`config.mk`:
```
export PLATFORM = sky130hd
export DESIGN_NAME = vpic_top
export DESIGN_NICKNAME = d
export VERILOG_FILES = /design/src/hw/vpic_pkg.sv /design/src/hw/vpic_top.sv
export SDC_FILE = /design/constraint.sdc
export NUM_CORES = 1
export LEC_CHECK = 0
export BUFFER_PORTS_ARGS = -buffer_cell sky130_fd_sc_hd__clkbuf_2
export CAP_MARGIN = 0
export CELL_PAD_IN_SITES_DETAIL_PLACEMENT = 1
export CELL_PAD_IN_SITES_GLOBAL_PLACEMENT = 2
export CORE_MARGIN = 4
export CORE_UTILIZATION = 22
export CTS_CLUSTER_SIZE = 20
export DETAILED_ROUTE_END_ITERATION = 8
export GPL_TIMING_DRIVEN = 0
export PLACE_DENSITY = 0.73
export SLEW_MARGIN = 0
export SYNTH_ARGS = -nofsm -noshare
export SYNTH_HDL_FRONTEND = slang
export SYNTH_SLANG_ARGS = --single-unit
```
`constraint.sdc`:
```
create_clock -name clk_sys -period 1.2 [get_ports clk_sys]
set_input_delay 0.06 -clock clk_sys [delete_from_list [all_inputs] [get_ports clk_sys]]
set_output_delay 0.06 -clock clk_sys [all_outputs]
set_load 0.01 [all_outputs]
```
`src/hw/vpic_pkg.sv`:
```
// Package: register map, field positions and reset values of the status block
// What this block does
// - Clear register bit 4 written 1 clears error flag; 0 no effect.
// - Bits 3..0 written 1 clear that channel frame flag (bit 1 not at format 3h); 0 no effect.
// - Error and channel 3, 1, 0 clear bits are write-only.
// - Channel 2 clear bit is write-only like the others; reads zero.
// - Raw mode: bit 1 is line control at format 3h, frame at 0.
// - Free-run bit 0 low: the suspend input halts the port.
// - Free-run bit high: every suspend request is ignored.
// - Channel frame flag sets on frame sync regardless of enable (channel 1 only at format 0); sticky.
// - Error flag sets on detected error regardless of enable; sticky.
package vpic_pkg;
  localparam int ADDR_W = 4;
  localparam logic [3:0] OFF_FLAGS = 4'h0;
  localparam logic [3:0] OFF_CLEAR = 4'h4;
  localparam logic [3:0] OFF_EMU = 4'h8;
  localparam logic [3:0] OFF_MASK = 4'hC;
  localparam int BIT_ERR = 4;
  localparam int BIT_CH1 = 1;
  localparam int BIT_FREE = 0;
  localparam int NFLAG = 5;
  localparam logic [2:0] FMT_LINE = 3'h3;
  localparam logic [2:0] FMT_FRAME = 3'h0;
  localparam logic [4:0] FLAGS_RST = 5'h00;
  localparam logic [4:0] MASK_RST = 5'h00;
  localparam logic EMU_RST = 1'b0;
  typedef struct packed {
    logic [ADDR_W-1:0] addr;
    logic [31:0] wdata;
    logic wr;
    logic rd;
  } vpic_req_t;
  typedef struct packed {
    logic [3:0] frame_sync;
    logic line_sync;
    logic error;
  } vpic_evt_t;
endpackage

```
`src/hw/vpic_top.sv`:
```
// Module: interrupt flags, flag clear register and emulation suspend control
//
// Added by the designer: the register addresses and the plain strobed port.
`timescale 1ns/10ps
`default_nettype none
module vpic_top (
  input wire logic clk_sys,
  input wire logic nrst,
  input wire vpic_pkg::vpic_req_t bus,
  output logic [31:0] rdata,
  input wire vpic_pkg::vpic_evt_t evt,
  input wire logic [2:0] chan0_capture_format,
  input wire logic emu_suspend,
  output logic halt,
  output logic irq,
  output logic line_irq_clear
);
  logic [4:0] flags_r;
  logic [4:0] flags_nxt;
  logic [4:0] sticky_r;
  logic [4:0] mask_r;
  logic free_r;
  logic [31:0] rdata_r;
  logic susp_m_r;
  logic susp_s_r;
  logic halt_r;
  logic lclr_r;

  // Address decode
  wire wr_clear = bus.wr && bus.addr == vpic_pkg::OFF_CLEAR;
  wire wr_emu = bus.wr && bus.addr == vpic_pkg::OFF_EMU;
  wire wr_mask = bus.wr && bus.addr == vpic_pkg::OFF_MASK;
  wire rd_flags = bus.rd && bus.addr == vpic_pkg::OFF_FLAGS;
  wire line_mode = chan0_capture_format == vpic_pkg::FMT_LINE;
  wire frame_mode = chan0_capture_format == vpic_pkg::FMT_FRAME;
  // Clear pulses; ch1 bit goes to line control in line mode
  wire [4:0] clr_bits = wr_clear ? bus.wdata[4:0] : 5'h00;
  wire [4:0] clr_flag = line_mode ? (clr_bits & 5'h1D) : clr_bits;
  // Hardware events, ch1 line sync counts only in line mode
  wire [3:0] fs = {evt.frame_sync[3:2],
    (frame_mode & evt.frame_sync[1]) | (line_mode & evt.line_sync),
    evt.frame_sync[0]};
  wire [4:0] set_bits = {evt.error, fs};
  // Set wins over clear
  assign flags_nxt = (flags_r & ~clr_flag) | set_bits;
  // Interrupt-side sticky copy, cleared by reading the flag register
  wire [4:0] sticky_nxt = (rd_flags ? 5'h00 : sticky_r) | set_bits;

  // Flag and sticky state
  always_ff @(posedge clk_sys or negedge nrst) begin
    if (!nrst) begin
      flags_r <= vpic_pkg::FLAGS_RST;
      sticky_r <= vpic_pkg::FLAGS_RST;
    end else begin
      flags_r <= flags_nxt;
      sticky_r <= sticky_nxt;
    end
  end

  // Software registers; reserved bits dropped
  always_ff @(posedge clk_sys or negedge nrst) begin
    if (!nrst) begin
      mask_r <= vpic_pkg::MASK_RST;
      free_r <= vpic_pkg::EMU_RST;
    end else begin
      if (wr_mask) mask_r <= bus.wdata[4:0];
      if (wr_emu) free_r <= bus.wdata[vpic_pkg::BIT_FREE];
    end
  end

  // Read mux; clear register always reads zero
  wire [31:0] rd_mux =
    (bus.addr == vpic_pkg::OFF_FLAGS) ? {27'h0, flags_r} :
    (bus.addr == vpic_pkg::OFF_EMU) ? {31'h0, free_r} :
    (bus.addr == vpic_pkg::OFF_MASK) ? {27'h0, mask_r} :
    32'h0;

  // Read data, valid only in the cycle after the strobe
  always_ff @(posedge clk_sys or negedge nrst) begin
    if (!nrst) rdata_r <= 32'h0;
    else rdata_r <= bus.rd ? rd_mux : 32'h0;
  end

  // Suspend input synchroniser
  always_ff @(posedge clk_sys or negedge nrst) begin
    if (!nrst) begin
      susp_m_r <= 1'b0;
      susp_s_r <= 1'b0;
    end else begin
      susp_m_r <= emu_suspend;
      susp_s_r <= susp_m_r;
    end
  end

  // Halt and line clear pulse
  always_ff @(posedge clk_sys or negedge nrst) begin
    if (!nrst) begin
      halt_r <= 1'b0;
      lclr_r <= 1'b0;
    end else begin
      halt_r <= susp_s_r && !free_r;
      lclr_r <= line_mode && clr_bits[vpic_pkg::BIT_CH1];
    end
  end

  assign rdata = rdata_r;
  assign halt = halt_r;
  assign line_irq_clear = lclr_r;
  assign irq = |(sticky_r & mask_r);

  // Checks
  a_err_clear: assert property (@(posedge clk_sys) disable iff (!nrst)
    wr_clear && bus.wdata[4] && !evt.error |=> !flags_r[4])
    else $error("error flag not cleared");
  a_zero_keeps: assert property (@(posedge clk_sys) disable iff (!nrst)
    wr_clear && !bus.wdata[0] && flags_r[0] |=> flags_r[0])
    else $error("zero write cleared flag");
  a_clear_reads: assert property (@(posedge clk_sys) disable iff (!nrst)
    bus.rd && bus.addr == vpic_pkg::OFF_CLEAR |=> rdata == 32'h0)
    else $error("clear register readable");
  a_ch2_reads: assert property (@(posedge clk_sys) disable iff (!nrst)
    bus.rd && bus.addr == vpic_pkg::OFF_CLEAR |=> !rdata[2])
    else $error("ch2 clear readable");
  a_line_mode: assert property (@(posedge clk_sys) disable iff (!nrst)
    line_mode && wr_clear && bus.wdata[1] |=> line_irq_clear)
    else $error("line clear missing");
  a_halt_on: assert property (@(posedge clk_sys) disable iff (!nrst)
    emu_suspend && !free_r && !wr_emu ##1 !free_r ##1 !free_r
    |=> halt)
    else $error("suspend not honoured");
  a_free_run: assert property (@(posedge clk_sys) disable iff (!nrst)
    free_r && $past(free_r) |-> !halt)
    else $error("halted in free run");
  a_frame_set: assert property (@(posedge clk_sys) disable iff (!nrst)
    evt.frame_sync[3] |=> flags_r[3] && sticky_r[3])
    else $error("frame flag not set");
  a_error_held: assert property (@(posedge clk_sys) disable iff (!nrst)
    flags_r[4] && !clr_flag[4] |=> flags_r[4])
    else $error("error flag lost");
  a_reserved: assert property (@(posedge clk_sys) disable iff (!nrst)
    $past(bus.rd) |-> rdata[31:5] == 27'h0)
    else $error("reserved bits nonzero");
  // Channel 0 clear honoured when no sync arrives alongside
  a_ch0_clear: assert property (@(posedge clk_sys) disable iff (!nrst)
    wr_clear && bus.wdata[0] && !evt.frame_sync[0] |=> !flags_r[0])
    else $error("channel 0 flag not cleared");
  // Same-cycle error event beats the clear write
  a_set_wins: assert property (@(posedge clk_sys) disable iff (!nrst)
    wr_clear && bus.wdata[4] && evt.error |=> flags_r[4])
    else $error("event lost to clear");
  // Line mode leaves the channel 1 flag alone on a clear
  a_line_keeps: assert property (@(posedge clk_sys) disable iff (!nrst)
    line_mode && wr_clear && bus.wdata[1] && flags_r[1]
    |=> flags_r[1])
    else $error("line mode cleared ch1 flag");
  // Free-run bit follows bit 0 of a write only
  a_free_write: assert property (@(posedge clk_sys) disable iff (!nrst)
    wr_emu |=> free_r == $past(bus.wdata[0]))
    else $error("free run bit not written");
  // Read data bus idles at zero outside the answer cycle
  a_rdata_idle: assert property (@(posedge clk_sys) disable iff (!nrst)
    !bus.rd |=> rdata == 32'h0)
    else $error("read data outside answer cycle");
  // Reading the flags drops the interrupt copy when no event is due
  a_sticky_clear: assert property (@(posedge clk_sys) disable iff (!nrst)
    rd_flags && set_bits == 5'h00 |=> sticky_r == 5'h00)
    else $error("interrupt copy not cleared");
  c_irq: cover property (@(posedge clk_sys) disable iff (!nrst) irq);
  c_line_clr: cover property (@(posedge clk_sys) disable iff (!nrst)
    line_irq_clear);
  c_halt: cover property (@(posedge clk_sys) disable iff (!nrst) halt);
  c_set_clr: cover property (@(posedge clk_sys) disable iff (!nrst)
    evt.error && clr_flag[4]);
endmodule
`default_nettype wire

```
==> results.md <==
* Syn_area_per_cell at roughly 11 sq um
* Fillers at between 600 and 700
* Clock Tree Buf Depth at 2
* Max Cap Viol at 0
* Psw at about 0.47 mW
* Critical path peak fanout at 3
* Layout area overhead at 36.5%
* Yosys reg bits at 25
* Worst Slack Setup Final at -0.174 ns
* DR WL/cell at between 10 and 15 microns
* Setup crit start kind: flop
* Share of layout cells above drive strength 1 at 0.384
* Port Buffers at 30
* Status: finished, violations left
* GPL Wtd Cong at 0.732
* Worst hold endpoint: flags_r[0]$_DFF_PN0_
* Non-Filler Instances at between 200 and 250
* Layout net count at ~220
* Tot GR Track Use at 0.0861
* Net Sw Frac at 0.264
* First-pass GRT wire length at about 4600 microns
* Final-report hold violation count at 0
* Num CTS Buffers at 3
* Post_cts resized at 0
* Post-route clock skew at around 0.0056 ns
* CP Class: flop to output pin
* Setup-failing EPs final at 1
* Fmax at approximately 730 MHz
* Worst Setup End Kind: output pin
* Vias/cell at roughly 3.8
* Pwr/cell area at between 1000 and 1500 mW/mm^2
* CTS root buffer: clkbuf_8
* Buffers & Inverters on Critical Path at 1
* Seq/Total Area, Yosys at 0.517
* Cell Chain, Critical Path: a222oi_1, nand2_1, clkbuf_2
* Initial Util at 0.233
* Row count at 26
* Clock share of power at 0.277
* Initial antenna violation count at 0
* Pins Over Slew Limit at 0
* Crit path DAT at between 1 and 1.5 ns
* Slew @ Worst Pin at approximately 0.62 ns
* Yosys warns at 0
* Largest family of logic cells by synthesized area: buffers and inverters
* Logic pwr share at 0.185
* Die area at 0.00676 sq mm
* Worst rel slew slack at 0.586
* Worst Hold Launch: bus[2]
* GRT overflow at 0
* Clock transition at path regs at 0.09 ns
* Drc violations at 0
* Data required, critical path at ~1.1 ns
* Clock Sinks at 25
* Vias in the first global route at 1,011
* DIE HEIGHT at 82.2 microns
* TritonRoute pass-1 iters at 4
* Synth Area in Simple Gates at 0.123
* Final HPWL DP at ~2400 microns
* Diodes inserted at 0
* DR vias at around 900
* Drt initial violations at 33
* Setup tns final at -0.174 ns
* Reg2reg setup slack at between 0.15 and 0.2 ns
* FF-to-FF path depth at 3
* Final wirelength at approximately 2900 microns
* Largest net degree at the start of global routing at 26
* Period utilization at 1.15
* Min Tclk post-route at 1.37 ns
* RSZ-0062 raised after global routing: true
* Int Power at 1.32 mW
* Clock Latency Late Sink at around 0.26 ns
* Total setup buffers inserted after CTS at 0
* Mux share of post-synthesis cell area at 0.0651
* Crit-path max cell delay at 0.41 ns
* Violated checks: setup timing
* WHS Path Cells at 2
* CTS tree: built
* Routed Antenna Nets at 0
* Static Leak at around 0.84 nW
* Die width at around 82 microns
* Synth Instances at about 110
* Compound-cell area share of the yosys netlist at 0.113
* Mapped cell area at approximately 0.0012 sq mm
* Sequential Power Share at 0.538
* I/O Pins at 85
* Adder-cell share of the synthesized area at 0
* CP max stage cell: dfrtp_1
* Inst Count DP at 232
* Core ar. at about 0.0052 sq mm
* Critical R2R Capture: rdata[0]$_DFF_PN0_
* Hold_ws at about 0.01 ns
* XOR/XNOR Fraction of Synth Area at 0
* Peak supply drop at about 0.00035 V
* Library cells used by synthesis at 27
* Worst reg2reg path startpoint: mask_r[0]$_DFFE_PN0P_
* Cell family with most CP delay: flip-flops
* Max H-tree Level at 1
* Worst Hold Class: primary input to flop
per-layer routing:
layer	global-route usage	vias up	wire length (microns)
met5	0	-	0
met4	0.00997	0	0
met3	0.0228	0	226
met2	0.156	34	1440
met1	0.104	447	1200
li1	-	446	-
worst max-delay path by stage:
stage / from / cells past startpoint / to / slack, ns
4_1_cts: mask_r[3]$_DFFE_PN0P_ / 3 / irq / -0.17
3_3_place_gp: bus[35] / 4 / mask_r[1]$_DFFE_PN0P_ / 0.06
3_5_place_dp: bus[35] / 4 / mask_r[2]$_DFFE_PN0P_ / 0.07
5_1_grt: mask_r[3]$_DFFE_PN0P_ / 3 / irq / -0.31
6_report: mask_r[3]$_DFFE_PN0P_ / 3 / irq / -0.17
2_1_floorplan: mask_r[0]$_DFFE_PN0P_ / 3 / rdata[0]$_DFF_PN0_ / 0.26
area by class of cell:
cell class	count	area [sq um]	share of cell area
clock buffers	3	41.3	0.0250
repair buffers	36	210	0.127
multi-input cells	76	465	0.282
well taps	70	87.6	0.0530
inverters	4	15.0	0.00908
clock inverters	1	5.00	0.00303
plain buffers	27	203	0.123
flip-flops and latches	25	626	0.379
through the flow:
stage	area [sq um]	utilization	power, mW	worst slack (ns)
floorplan	1310	-	1.17	0.262
detailed placement	1550	0.297	1.30	0.0679
global placement	1550	0.297	1.28	0.0582
finish	1650	0.318	1.79	-0.174
global route	1650	0.318	1.91	-0.312
CTS	1650	0.318	1.82	-0.169
placed cells by master, fill, tap and decap left out, types with 2 or more instances in the layout:
| master | instances |
|---|---|
| nand2_1 | 3 |
| clkbuf_8 | 3 |
| a31oi_1 | 4 |
| dlygate4sd3_1 | 6 |
| dfrtp_1 | 25 |
| a22o_1 | 4 |
| buf_4 | 27 |
| a22oi_1 | 2 |
| conb_1 | 27 |
| mux2_1 | 7 |
| clkbuf_2 | 30 |
| nand3_1 | 2 |
| a21o_1 | 5 |
| inv_1 | 4 |
| nor2_1 | 7 |
power by group through the flow:
stage | sequential (mW) | clock (mW) | combinational [mW]
finish | 0.963 | 0.496 | 0.332
global route | 0.972 | 0.560 | 0.379
CTS | 0.964 | 0.521 | 0.332
detailed placement | 0.982 | 0 | 0.315
global placement | 0.975 | 0 | 0.307
floorplan | 0.968 | 0 | 0.204
synth_stat cells:
master,number,area share
nand3_1,2,0.0083
a21oi_1,1,0.0041
a211o_1,1,0.0072
or3b_1,1,0.0072
nand4_1,1,0.0052
a22oi_1,2,0.012
or3b_4,1,0.0093
mux2_1,7,0.065
nor2b_1,1,0.0052
nor2_1,7,0.022
conb_1,1,0.0031
a222oi_1,1,0.0083
a21o_1,5,0.031
nand4b_1,1,0.0072
nor3_2,1,0.0083
inv_1,4,0.012
nor3_1,1,0.0041
nand2_1,3,0.0093
nor3b_1,1,0.0062
a31oi_1,4,0.021
nand4_2,1,0.010
dfrtp_1,25,0.52
and2b_1,1,0.0062
a22o_1,4,0.029
and3_4,1,0.0093
nor2_2,1,0.0052
buf_4,27,0.17
registers in the layout, summed over array words and instances, names as in the netlist, 5 cells and up:
name      count
flags_r       5
mask_r        5
rdata         5
sticky_r      5
cell families (layout without fill, tap and decap cells):
logic type      after synthesis  after routing
other cells                   1             27
flops                        25             25
mux                           7              7
compound gates               18             18
buf+inv                      31             71
simple gates                 24             24
what timing repair did:
| item | in CTS | in global routing |
|---|---|---|
| setup endpoints to repair | 1 | 1 |
| hold buffers | 6 | 0 |
| pin swaps | 0 | 2 |
| endpoints found under the hold margin | 30 | 0 |
Power figures use the tool's default switching activity.
